File: config.mk
export PLATFORM = sky130hd
export DESIGN_NAME = margining_dac_control
export DESIGN_NICKNAME = d
export VERILOG_FILES = /design/src/rtl/margin_pkg.sv /design/src/rtl/dac_level_if.sv /design/src/rtl/dac_level.sv /design/src/rtl/margining_dac_control.sv
export SDC_FILE = /design/constraint.sdc
export NUM_CORES = 2
export LEC_CHECK = 0
export BUFFER_PORTS_ARGS = -buffer_cell sky130_fd_sc_hd__buf_4
export CAP_MARGIN = 20
export CORE_MARGIN = 8
export CORE_UTILIZATION = 41
export DETAILED_ROUTE_END_ITERATION = 8
export PLACE_DENSITY = 0.68
export SLEW_MARGIN = 30
export SYNTH_ARGS = -nofsm -noshare
export SYNTH_HDL_FRONTEND = slang
export SYNTH_SLANG_ARGS = --single-unit
File: constraint.sdc
create_clock -name ref_clk -period 24.2 [get_ports ref_clk]
set_input_delay 1.21 -clock ref_clk [delete_from_list [all_inputs] [get_ports ref_clk]]
set_output_delay 1.21 -clock ref_clk [all_outputs]
set_load 0.02 [all_outputs]
File: src/rtl/margin_pkg.sv
// constants, field layout and types of the margining dac control block
// assumes a 50 MHz ref_clk and a word-addressed avalon-mm register slave
package margin_pkg;

   // ==========================================================
   // channel count and code arithmetic
   localparam int NUM_CH = 6;
   localparam logic [7:0] MID_CODE = 8'h7F;
   localparam int CODE_SPAN = 255;
   localparam int SWING_UV = 601500;
   // swing from midcode at code 0xFF and at code 0x00, truncated to whole uV
   localparam logic [20:0] TOP_SWING_UV = 21'h49B69;
   localparam logic [20:0] BOTTOM_SWING_UV = 21'h49232;

   // ==========================================================
   // midcode voltages of the four ranges, in uV
   localparam logic [20:0] MID_0V6_UV = 21'h927C0;
   localparam logic [20:0] MID_0V8_UV = 21'hC3500;
   localparam logic [20:0] MID_1V0_UV = 21'hF4240;
   localparam logic [20:0] MID_1V25_UV = 21'h1312D0;

   // ==========================================================
   // buffer power-up tracking time
   localparam int CLK_PERIOD_NS = 20;
   localparam int TRACK_TIME_NS = 10000;
   localparam int TRACK_CYCLES = (TRACK_TIME_NS + CLK_PERIOD_NS - 1) / CLK_PERIOD_NS;
   localparam logic [8:0] TRACK_LAST = 9'(TRACK_CYCLES - 1);

   // ==========================================================
   // register map: word index = channel*4 + field
   localparam int ADDR_W = 5;
   localparam logic [1:0] FLD_CODE = 2'h0;
   localparam logic [1:0] FLD_LOWER = 2'h1;
   localparam logic [1:0] FLD_UPPER = 2'h2;
   localparam logic [1:0] FLD_CTRL = 2'h3;
   localparam logic [4:0] STATUS_INDEX = 5'h18;
   localparam int CTRL_RANGE_LSB = 0;
   localparam int CTRL_ENABLE_BIT = 2;
   localparam int CTRL_MARGIN_BIT = 3;
   localparam int STAT_DRIVE_LSB = 0;
   localparam int STAT_HIZ_LSB = 8;
   localparam int STAT_MARGIN_LSB = 16;
   localparam int STAT_CLIP_LSB = 24;

   // ==========================================================
   // values after reset
   localparam logic [7:0] CODE_RST = 8'h7F;
   localparam logic [7:0] LOWER_RST = 8'h00;
   localparam logic [7:0] UPPER_RST = 8'hFF;
   localparam logic [1:0] RANGE_RST = 2'h0;
   localparam logic [20:0] LEVEL_RST = MID_0V6_UV;

   // buffer sequence, gray along off -> track -> drive
   typedef enum logic [1:0] {
      BUF_OFF = 2'h0,
      BUF_TRACK = 2'h1,
      BUF_DRIVE = 2'h3
   } buf_state_t;

   // midcode voltage of a range select
   function automatic logic [20:0] mid_uv(input logic [1:0] sel);
      logic [20:0] v;
      v = MID_0V6_UV;
      unique case (sel)
         2'h0: v = MID_0V6_UV;
         2'h1: v = MID_0V8_UV;
         2'h2: v = MID_1V0_UV;
         2'h3: v = MID_1V25_UV;
      endcase
      return v;
   endfunction

endpackage

File: src/rtl/dac_level_if.sv
// carries one channel's applied code and range to its level converter
// assumes margin_pkg is compiled first
`timescale 1ns/100ps
interface dac_level_if;
   logic [7:0] code;
   logic [1:0] range_sel;
   logic [20:0] level_uv;
   modport src(output code, output range_sel, input level_uv);
   modport conv(input code, input range_sel, output level_uv);
endinterface

File: src/rtl/dac_level.sv
// converts an applied dac code and range into the output level in uV
// assumes code and range come from registers in the ref_clk domain
`timescale 1ns/100ps
module dac_level
   import margin_pkg::*;
(
   input wire logic ref_clk,
   input wire logic nrst,
   dac_level_if.conv lvl
);

   typedef struct packed {
      logic [20:0] level;
   } lvl_state_t;

   lvl_state_t r;
   lvl_state_t next_r;

   // ==========================================================
   // linear transfer around the selected midcode
   always_comb begin
      logic signed [9:0] diff;
      logic signed [31:0] prod;
      logic signed [31:0] step;
      diff = $signed({2'b00, lvl.code}) - $signed({2'b00, MID_CODE});
      prod = 32'(diff) * 32'(SWING_UV);
      step = prod / 32'(CODE_SPAN); // truncates toward zero
      next_r.level = 21'($signed({11'h000, mid_uv(lvl.range_sel)}) + step);
   end

   always_ff @(posedge ref_clk) begin
      if (!nrst) begin
         r.level <= LEVEL_RST;
      end else begin
         r <= next_r;
      end
   end

   assign lvl.level_uv = r.level;

   // ==========================================================
   // checks on the transfer
   chk_mid_level: assert property (@(posedge ref_clk) disable iff (!nrst)
      lvl.code == MID_CODE |=> r.level == mid_uv($past(lvl.range_sel)))
      else $error("midcode does not sit at the range offset");

   chk_top_swing: assert property (@(posedge ref_clk) disable iff (!nrst)
      lvl.code == 8'hFF |=> r.level == mid_uv($past(lvl.range_sel)) + TOP_SWING_UV)
      else $error("top code swing is wrong");

   chk_bottom_swing: assert property (@(posedge ref_clk) disable iff (!nrst)
      lvl.code == 8'h00 |=> r.level == mid_uv($past(lvl.range_sel)) - BOTTOM_SWING_UV)
      else $error("bottom code swing is wrong");

endmodule

File: src/rtl/margining_dac_control.sv
// six-channel margining dac control: registers, clipping, margin select,
// glitch-free buffer enable sequence
// assumes avalon-mm master in the ref_clk domain, margin pins synchronous
`timescale 1ns/100ps

module margining_dac_control
   import margin_pkg::*;
(
   input wire logic ref_clk,
   input wire logic nrst,
   input wire logic [ADDR_W-1:0] avs_address,
   input wire logic avs_read,
   input wire logic avs_write,
   input wire logic [31:0] avs_writedata,
   input wire logic [3:0] avs_byteenable,
   output logic [31:0] avs_readdata,
   output logic avs_waitrequest,
   input wire logic margin_up_input,
   input wire logic margin_down_input,
   output logic [NUM_CH-1:0][7:0] dac_code,
   output logic [NUM_CH-1:0][20:0] dac_level_uv,
   output logic [NUM_CH-1:0] buf_track,
   output logic [NUM_CH-1:0] buf_sel_dac,
   output logic [NUM_CH-1:0] buf_drive
);

   // ==========================================================
   // state
   typedef struct packed {
      logic [NUM_CH-1:0][7:0] channel_code_register;
      logic [NUM_CH-1:0][7:0] lower_code_limit;
      logic [NUM_CH-1:0][7:0] upper_code_limit;
      logic [NUM_CH-1:0][1:0] range_sel;
      logic [NUM_CH-1:0] enable;
      logic [NUM_CH-1:0] margin_sel;
      buf_state_t [NUM_CH-1:0] buf_st;
      logic [NUM_CH-1:0][8:0] timer;
      logic [NUM_CH-1:0][7:0] applied;
      logic [NUM_CH-1:0] clipped;
      logic [NUM_CH-1:0] margin_act;
      logic ack;
      logic [31:0] rdata;
   } ctl_state_t;

   ctl_state_t r;
   ctl_state_t next_r;

   // channel number and range check of a word index, used by read and write
   function automatic logic [2:0] chan_of(input logic [ADDR_W-1:0] a);
      return a[4:2];
   endfunction

   function automatic logic is_chan(input logic [ADDR_W-1:0] a);
      return a < STATUS_INDEX;
   endfunction

   // code clipped into [lo, hi]; lo is tested first
   function automatic logic [7:0] clip(input logic [7:0] c, input logic [7:0] lo,
                                       input logic [7:0] hi);
      logic [7:0] v;
      v = c;
      if (c < lo) begin
         v = lo;
      end else if (c > hi) begin
         v = hi;
      end
      return v;
   endfunction

   // ==========================================================
   // next state
   always_comb begin
      logic [2:0] ch;
      logic [31:0] rd;
      logic [7:0] target;
      logic up;
      logic dn;
      logic ok;
      logic [NUM_CH-1:0] drive_v;
      logic [NUM_CH-1:0] hiz_v;
      ch = 3'h0;
      rd = 32'h0000_0000;
      target = 8'h00;
      up = 1'b0;
      dn = 1'b0;
      ok = 1'b0;
      drive_v = '0;
      hiz_v = '0;
      next_r = r;

      // every request waits exactly one cycle, then is answered
      next_r.ack = (avs_read | avs_write) & ~r.ack;

      // per-channel code path and buffer sequence
      for (int i = 0; i < NUM_CH; i++) begin
         hiz_v[i] = r.lower_code_limit[i] > r.upper_code_limit[i];
         drive_v[i] = r.buf_st[i] == BUF_DRIVE;
         up = margin_up_input & r.margin_sel[i];
         dn = margin_down_input & r.margin_sel[i];
         // margin up checked first so both high stays defined
         if (up) begin
            target = r.lower_code_limit[i];
         end else if (dn) begin
            target = r.upper_code_limit[i];
         end else begin
            target = clip(r.channel_code_register[i], r.lower_code_limit[i],
                          r.upper_code_limit[i]);
         end
         next_r.applied[i] = target;
         next_r.margin_act[i] = up | dn;
         next_r.clipped[i] = ~(up | dn) & (target != r.channel_code_register[i]);

         // inverted limits hold the buffer off whatever the enable says
         ok = r.enable[i] & ~hiz_v[i];
         unique case (r.buf_st[i])
            BUF_OFF: begin
               next_r.timer[i] = 9'h000;
               if (ok) begin
                  next_r.buf_st[i] = BUF_TRACK;
               end
            end
            BUF_TRACK: begin
               next_r.timer[i] = r.timer[i] + 9'h001;
               if (!ok) begin
                  next_r.buf_st[i] = BUF_OFF;
               end else if (r.timer[i] == TRACK_LAST) begin
                  next_r.buf_st[i] = BUF_DRIVE;
               end
            end
            BUF_DRIVE: begin
               if (!ok) begin
                  next_r.buf_st[i] = BUF_OFF;
               end
            end
            default: begin
               next_r.buf_st[i] = BUF_OFF;
            end
         endcase
      end

      // read data captured on the waiting cycle, shown on the answer cycle
      ch = chan_of(avs_address);
      if (is_chan(avs_address)) begin
         unique case (avs_address[1:0])
            FLD_CODE: rd[7:0] = r.channel_code_register[ch];
            FLD_LOWER: rd[7:0] = r.lower_code_limit[ch];
            FLD_UPPER: rd[7:0] = r.upper_code_limit[ch];
            FLD_CTRL: begin
               rd[CTRL_RANGE_LSB +: 2] = r.range_sel[ch];
               rd[CTRL_ENABLE_BIT] = r.enable[ch];
               rd[CTRL_MARGIN_BIT] = r.margin_sel[ch];
            end
         endcase
      end else if (avs_address == STATUS_INDEX) begin
         rd[STAT_DRIVE_LSB +: NUM_CH] = drive_v;
         rd[STAT_HIZ_LSB +: NUM_CH] = hiz_v;
         rd[STAT_MARGIN_LSB +: NUM_CH] = r.margin_act;
         rd[STAT_CLIP_LSB +: NUM_CH] = r.clipped;
      end
      if (avs_read & ~r.ack) begin
         next_r.rdata = rd;
      end

      // writes land on the answer edge; only byte lane 0 carries data
      if (avs_write & r.ack & avs_byteenable[0] & is_chan(avs_address)) begin
         unique case (avs_address[1:0])
            FLD_CODE: next_r.channel_code_register[ch] = avs_writedata[7:0];
            FLD_LOWER: next_r.lower_code_limit[ch] = avs_writedata[7:0];
            FLD_UPPER: next_r.upper_code_limit[ch] = avs_writedata[7:0];
            FLD_CTRL: begin
               next_r.range_sel[ch] = avs_writedata[CTRL_RANGE_LSB +: 2];
               next_r.enable[ch] = avs_writedata[CTRL_ENABLE_BIT];
               next_r.margin_sel[ch] = avs_writedata[CTRL_MARGIN_BIT];
            end
         endcase
      end
   end

   // ==========================================================
   // registers
   always_ff @(posedge ref_clk) begin
      if (!nrst) begin
         r.channel_code_register <= {NUM_CH{CODE_RST}};
         r.lower_code_limit <= {NUM_CH{LOWER_RST}};
         r.upper_code_limit <= {NUM_CH{UPPER_RST}};
         r.range_sel <= {NUM_CH{RANGE_RST}};
         r.enable <= '0;
         r.margin_sel <= '0;
         r.buf_st <= '{default: BUF_OFF};
         r.timer <= '0;
         r.applied <= {NUM_CH{CODE_RST}};
         r.clipped <= '0;
         r.margin_act <= '0;
         r.ack <= 1'b0;
         r.rdata <= 32'h0000_0000;
      end else begin
         r <= next_r;
      end
   end

   // ==========================================================
   // bus answer: waitrequest drops one cycle after a request appears
   assign avs_waitrequest = (avs_read | avs_write) & ~r.ack;
   assign avs_readdata = r.rdata;

   // ==========================================================
   // per-channel outputs and level converters
   dac_level_if lvl_if[NUM_CH] ();

   generate
      for (genvar g = 0; g < NUM_CH; g++) begin : g_ch
         assign lvl_if[g].code = r.applied[g];
         assign lvl_if[g].range_sel = r.range_sel[g];
         assign dac_level_uv[g] = lvl_if[g].level_uv;
         assign dac_code[g] = r.applied[g];
         // tracking keeps the buffer input on the pin, output stage off
         assign buf_track[g] = r.buf_st[g] != BUF_OFF;
         assign buf_sel_dac[g] = r.buf_st[g] == BUF_DRIVE;
         assign buf_drive[g] = r.buf_st[g] == BUF_DRIVE;

         dac_level u_level (
            .ref_clk(ref_clk),
            .nrst(nrst),
            .lvl(lvl_if[g].conv)
         );

         chk_margin_up: assert property (@(posedge ref_clk) disable iff (!nrst)
            margin_up_input && r.margin_sel[g] |=> dac_code[g] == $past(r.lower_code_limit[g]))
            else $error("margin up did not apply the lower limit");

         chk_margin_down: assert property (@(posedge ref_clk) disable iff (!nrst)
            !margin_up_input && margin_down_input && r.margin_sel[g]
            |=> dac_code[g] == $past(r.upper_code_limit[g]))
            else $error("margin down did not apply the upper limit");

         chk_up_priority: assert property (@(posedge ref_clk) disable iff (!nrst)
            margin_up_input && margin_down_input && r.margin_sel[g]
            |=> r.margin_act[g] && dac_code[g] == $past(r.lower_code_limit[g]))
            else $error("margin up lost priority");

         chk_clip_range: assert property (@(posedge ref_clk) disable iff (!nrst)
            !r.margin_sel[g] && r.lower_code_limit[g] <= r.upper_code_limit[g]
            |=> dac_code[g] >= $past(r.lower_code_limit[g])
                && dac_code[g] <= $past(r.upper_code_limit[g]))
            else $error("applied code outside the limits");

         chk_hiz_limits: assert property (@(posedge ref_clk) disable iff (!nrst)
            r.lower_code_limit[g] > r.upper_code_limit[g] |=> !buf_drive[g] && !buf_track[g])
            else $error("buffer on with inverted limits");

         chk_track_first: assert property (@(posedge ref_clk) disable iff (!nrst)
            $rose(buf_drive[g]) |-> $past(buf_track[g]) && !$past(buf_sel_dac[g]))
            else $error("buffer drove without tracking first");

         chk_track_hold: assert property (@(posedge ref_clk) disable iff (!nrst)
            $rose(buf_track[g]) |-> !buf_drive[g] [*8])
            else $error("tracking phase cut short");

         // the counter shows the whole tracking time, not just its first cycles
         chk_track_len: assert property (@(posedge ref_clk) disable iff (!nrst)
            $rose(buf_drive[g]) |-> $past(r.timer[g]) == TRACK_LAST)
            else $error("tracking time differs from the set count");

         chk_disable_off: assert property (@(posedge ref_clk) disable iff (!nrst)
            !r.enable[g] |=> !buf_drive[g] && !buf_track[g])
            else $error("buffer stayed on after disable");

         cov_margin_up: cover property (@(posedge ref_clk) disable iff (!nrst)
            r.margin_act[g] && margin_up_input);
         cov_drive: cover property (@(posedge ref_clk) disable iff (!nrst)
            $rose(buf_drive[g]));
         cov_clip: cover property (@(posedge ref_clk) disable iff (!nrst)
            r.clipped[g]);
      end
   endgenerate

   // ==========================================================
   // bus checks
   chk_wait_release: assert property (@(posedge ref_clk) disable iff (!nrst)
      (avs_read || avs_write) && avs_waitrequest |=> !avs_waitrequest)
      else $error("waitrequest held longer than one cycle");

   chk_code_write: assert property (@(posedge ref_clk) disable iff (!nrst)
      avs_write && !avs_waitrequest && avs_byteenable[0] && avs_address[1:0] == FLD_CODE
      && is_chan(avs_address)
      |=> r.channel_code_register[$past(chan_of(avs_address))] == $past(avs_writedata[7:0]))
      else $error("code write not stored");

   cov_margin_down: cover property (@(posedge ref_clk) disable iff (!nrst)
      margin_down_input && !margin_up_input && |r.margin_act);

endmodule

### Word-level counts from Yosys, hierarchy flattened

Cells that the tools add are included.

* bits in registers: 447
* output and inout bits: 225
* word-level logic and storage cells: 355

* add/sub/neg operators: 18
* multiply operators: 6
* div/mod/pow operators: 6
* order comparisons: 21
* eq/ne operators: 64
* muxes and demuxes: 101
* bitwise logic cells: 49
* reduce and logical (&&, ||, !) cells: 36

Operators by type and width (count)
* 21-bit one-hot mux with 4 select lines: 6
* 8-bit 2-to-1 mux: 28
* 32-bit by 9-bit divider with 32-bit output (second input constant): 6
* 9-bit by 19-bit multiplier with 28-bit output (second input constant): 6
* 48-bit bitwise mux: 3
* 21-bit adder: 6
* 9-bit one-hot mux with 2 select lines: 6
* 8-bit > comparator: 12
* 8-bit binary-select mux with 3-bit select: 3
* 9-bit by 1-bit adder with 9-bit output (second input constant): 6
* 9-bit equality test (second input constant): 6
* 2-bit 2-to-1 mux: 27
* 8-bit by 7-bit subtractor with 9-bit output (second input constant): 6
* 8-bit < comparator: 6
* 6-bit 2-to-1 mux: 8
* 8-bit != test: 6
* 2-bit equality test (second input constant): 20
* 2-bit one-hot mux with 3 select lines: 6
* 1-bit bitwise AND: 29
* 2-bit by 1-bit equality test with 1-bit output (second input constant): 13
* 2-bit zero test: 13
* 8-bit demux with 3-bit select: 1
* 2-bit != test (second input constant): 12
* 2-bit nonzero test: 12
* other kinds (19): 54

### Longest topological paths before layout

* depth in word-level cells: 7
* mapped depth: 106
* gate-level depth less buffers: 92

### Cells and area by module

A second synthesis with hierarchy kept.

* cell total of the unflattened synthesis: 12211
* area total of the unflattened synthesis: 91885.6 µm²

By module, submodules not included
* dac_level (g_ch[0].u_level ...): times used 5, cells each 1622, area an instance 12075.3 µm², sequential area each 420.4 µm²
* margining_dac_control: times used 1, cells each 2502, area an instance 19748.9 µm², sequential area each 6426.2 µm²
* dac_level (g_ch[1].u_level): times used 1, cells each 1599, area an instance 11760.0 µm², sequential area each 420.4 µm²

### Worst setup path before layout

OpenSTA, ideal clock, no wires.

* kind: register to register
* from: register r (netlist bit lvl_if[5].code[0])
* to: register g_ch[5].u_level.r (netlist bit g_ch[5].u_level.lvl.level_uv[20])
* setup time: 0.128 ns
* data arrival time: 22.467 ns
* required time: 24.072 ns
* setup slack: 1.606 ns
* stages on the path, launching flop included: 96
* buffers on the path: 8
* clock period less this slack: 22.594 ns
* path through: dfxtp_1 buf_2 buf_1 nand2_1 nor2_1 and3_1 xnor2_1 fa_1 inv_1 fa_1 fa_1 fa_1 inv_1 ha_1 ha_1 o21ai_0 a21oi_1 o22ai_1 (+60 left out) nor4b_1 nor4b_2 nand2_1 or4_1 buf_2 nor3_1 inv_1 a21o_1 a21oi_1 o21ai_0 ha_1 a21oi_1 nor2b_1 a311oi_1 o31ai_1 a21oi_1 xnor2_1 nor2_1

* cells in the longest elaborated chain, start to end: 4

RTL lines
* from (decl): RTL line margining_dac_control.sv:45 `ctl_state_t r;`
* from (signal assigned): RTL line margining_dac_control.sv:197 `r <= next_r;`
* 8-bit by 7-bit subtractor with 9-bit output: RTL line dac_level.sv:25 `diff = $signed({2'b00, lvl.code}) - $signed({2'b00, MID_CODE});`
* 9-bit by 19-bit multiplier with 28-bit output: RTL line dac_level.sv:26 `prod = 32'(diff) * 32'(SWING_UV);`
* 32-bit by 9-bit divider with 32-bit output: RTL line dac_level.sv:27 `step = prod / 32'(CODE_SPAN);`
* 21-bit adder: RTL line dac_level.sv:28 `next_r.level = 21'($signed({11'h000, mid_uv(lvl.range_sel)}) + step);`
* to (signal assigned): RTL line dac_level.sv:35 `r <= next_r;`
* to (decl): RTL line dac_level.sv:16 `lvl_state_t r;`

Every way passes these cells.
A chain may end at the register's enable or synchronous reset.

### Worst setup path in the final report

* from: register r (netlist bit lvl_if[1].code[4])
* to: register g_ch[1].u_level.r (netlist bit g_ch[1].u_level.lvl.level_uv[20])

* cells in the longest elaborated chain, start to end: 4

RTL lines (RTL line)
* 8-bit by 7-bit subtractor with 9-bit output: dac_level.sv:25
* 9-bit by 19-bit multiplier with 28-bit output: dac_level.sv:26
* 32-bit by 9-bit divider with 32-bit output: dac_level.sv:27
* 21-bit adder: dac_level.sv:28
* to (signal assigned): dac_level.sv:35
* to (decl): dac_level.sv:16

Every way passes these cells.

==> impl_results.md <==
* CP startpoint kind: flop
* Critical Path Fanout Max at 9
* Synth Area per Inst at between 7 and 8 sq um
* Post-synthesis compound-gate area fraction at 0.302
* Clock Latency Late Sink at 0.73 ns
* Total routed wirelength at slightly below 300,000 microns
* Fill cells at just over 20,000
* Xor/xnor cell area share of the yosys netlist at 0.0913
* Core Region at 211,000 sq um
* Max-capacitance violation count at 0
* Cell Rows at around 170
* Worst Path Required at 24.77 ns
* Worst R2R Setup Slack at between 1 and 1.5 ns
* Die X at 476 microns
* # port buffers at between 200 and 250
* CTS Root Buffer Type: clkbuf_16
* Commonest non-fill, non-tap cell in the layout: buf_4
* Synthesis-to-layout area growth at 21.3%
* Pre-CTS WS at roughly 0.46 ns
* TritonCTS buffer count at 55
* Critical path's slowest cell: or4_4
* Initial antenna violation count at 18
* Endpoint, Worst Hold: avs_readdata[20]
* Total grt overflow at 0
* Global-route wire length before repair at between 400,000 and 500,000 microns
* Slew Viols, Final at 0
* Min Clock Period, post-route at 23.16 ns
* Share of cells above drive strength 1 at 0.211
* 1st-pass router iterations at 9
* Vias at ~94,000
* CTS clock-pin slew for the worst setup and hold paths at ~0.060 ns
* CP Launch Point: lvl_if[1].code[4]
* Max VDD drop at about 0.083 mV
* Max Clock Freq at roughly 43 MHz
* Area of the multi-input gates at between 70,000 and 80,000 sq um
* Setup slack after layout at around 1.0 ns
* Worst hold start: avs_readdata[20]
* Max_slew headroom at 0.308
* Vias in the first global route at between 80,000 and 90,000
* Final ANT Viol Nets at 0
* Synth warnings at 0
* Yosys reg bits at between 400 and 500
* Slew @ Worst Pin at 1.03 ns
* Syn Std Cell Area at between 80,000 and 90,000 sq um
* Yosys cell types at about 170
* Clock tree from TritonCTS: built
* Worst reg2reg startpoint: lvl_if[1].code[4]
* Post-Synth Simple-Gate Area at 0.249
* Fin cells at approximately 16,000
* Fin Clk Skew at about 0.047 ns
* Max Buffers Root-to-Sink at 3
* Register area at ~9000 sq um
* Post-synthesis mux area share at 0.0266
* Setup Viol. Count Final at 0
* Initial core utilization at 0.411
* Layout Nets at around 14,000
* WS Path Type: reg -> reg
* Leakage at between 40 and 50 nW
* Part of the cycle the worst path needs at 0.957
* Post-route cell area at approximately 110,000 sq um
* Main combinational cell family by area after synthesis: compound AO/OA/AOI/OAI gates
* CP most frequent cell: a21oi_1
* Routed len/inst at roughly 18 microns
* I/O pins at about 270
* GRT Total Usage at 0.236
* Cells after synthesis at between 10,000 and 15,000
* Hold Fails Final Rpt at 0
* Yosys top cell by area: ha_1
* Hold Path Stages at 2
* Status: completed
* Hold buffers post-CTS at 0
* Adder-cell area share of the yosys netlist at 0.169
* Worst reg2reg path depth at 91
* Worst Setup End Kind: flop
* DR DRC count at 0
* Top cells by area, synth: ha_1, dfxtp_1, xnor2_1
* Worst Hold Class: reg -> reg
* Post-synthesis async set-or-reset flop share at 0
* EDFF count, synth at 0
* Top_reg_cell synth: dfxtp_1
* Placed instance area at around 100,000 sq um
* Post-detail-place hpwl at ~230,000 microns
* Number of vias per cell at around 5.9
* Sequential element share of the synthesized area at 0.103
* CP max stage delay at 0.59 ns
* Die Y at 476 microns
* Synth top area share at 0.118
* Worst Path Arrival at between 20 and 25 ns
* Cells after DPL at between 15,000 and 20,000
* Commonest cells after routing, fill and taps aside: buf_4, nand2_1, nor2_1, ha_1, a21oi_1
* CTS sink count at between 400 and 500
* Htree depth at 2
* R2R Path End: g_ch[1].u_level.lvl.level_uv[20]
* Pwr/cell area at between 60 and 70 nW/um^2
* Placer congestion estimate at around 0.98
* DR iter-0 viols at 7,591
* Die area at 227,000 sq um
* Maximum number of pins on one net before global-route repair at about 80
metal layers:
layer / track usage / wire [microns]
met5: 0 / 13
met4: 0.0912 / 11800
met3: 0.0257 / 16900
met2: 0.385 / 131000
met1: 0.320 / 131000
cell usage after synthesis (all sizes together), types with 76 or more instances:
cell / count
nand4: 155
nor3: 349
buf: 219
mux2i: 172
nand2b: 112
dfxtp: 447
clkbuf: 230
o21a: 156
nand2: 1011
xor2: 277
fa: 216
a21oi: 762
nor2: 994
a211oi: 162
o211ai: 198
o21ai: 633
ha: 816
a22oi: 76
inv: 706
o31ai: 114
or2: 137
nand3: 397
xnor2: 616
and2: 195
o22ai: 116
nor4: 143
and3: 177
a21o: 230
or3: 143
a31oi: 207
worst max-delay path by stage:
| stage | to | slack, ns | cells after the start |
|---|---|---|---|
| finish | g_ch[1].u_level.lvl.level_uv[20] | 1.04 | 91 |
| global route | g_ch[3].u_level.lvl.level_uv[20] | -0.19 | 97 |
| CTS | g_ch[2].u_level.lvl.level_uv[18] | 0.31 | 93 |
| detailed placement | g_ch[2].u_level.lvl.level_uv[18] | 0.46 | 93 |
| global placement | g_ch[2].u_level.lvl.level_uv[18] | 0.46 | 93 |
| floorplan | g_ch[5].u_level.lvl.level_uv[20] | 1.61 | 95 |
where the power goes:
part,internal [W],leakage [nW],total (W),switching (W)
sequential,0.000801,3.62,0.000825,0.0000241
combinational,0.00217,41.2,0.00500,0.00284
clock,0.000514,0.919,0.000893,0.000379
critical path: cells and delay by family, from the launching register on:
kind,cells,cell delay [ns]
adder cells (fa/ha/maj),9,3.55
multiplexers,1,0.24
buffers and inverters,8,0.95
flip-flops,1,0.38
XOR/XNOR,7,1.20
AND/OR/NAND/NOR,30,7.97
AO/OA/AOI/OAI,36,8.76
cell type report:
type / count / area share
Multi-Input combinational cell: 10000 / 0.717
Timing Repair Buffer: 1680 / 0.120
Sequential cell: 447 / 0.0852
Tap cell: 2821 / 0.0335
Inverter: 708 / 0.0255
Clock buffer: 72 / 0.0145
Clock inverter: 29 / 0.00389
Antenna cell: 9 / 0.000214
metrics by stage:
| step | util | setup TNS, ns | hold WS (ns) | power [W] |
|---|---|---|---|---|
| 2_1_floorplan | - | 0 | 0.432 | 0.00380 |
| 3_3_place_gp | 0.474 | 0 | 0.442 | 0.00554 |
| 3_5_place_dp | 0.474 | 0 | 0.442 | 0.00556 |
| 4_1_cts | 0.483 | 0 | 0.453 | 0.00649 |
| 5_1_grt | 0.498 | -1.65 | 0.474 | 0.00722 |
| 6_report | 0.498 | 0 | 0.451 | 0.00672 |
cells by family (layout without fill, tap and decap cells):
| group | Yosys count | after routing |
|---|---|---|
| AND/OR/NAND/NOR | 4185 | 4185 |
| AO/OA/AOI/OAI | 3673 | 3673 |
| XOR/XNOR | 893 | 893 |
| other | 1 | 15 |
| flip-flops | 447 | 447 |
| buffers and inverters | 1158 | 2489 |
| adder cells (fa/ha/maj) | 1048 | 1048 |
| multiplexers | 219 | 219 |
what timing repair did:
| action | in CTS | in global routing |
|---|---|---|
| gates resized for setup | 0 | 495 |
| setup buffers | 0 | 62 |
| setup endpoints to repair | 0 | 86 |
flip-flops by register name, summed over array words and instances, names as in the netlist:
signal / cells
avs_readdata: 26
lvl_if.range_sel: 12
r: 235
g_ch.u_level.lvl.level_uv: 126
lvl_if.code: 48
No activity file was read; power rests on OpenSTA's default activity.
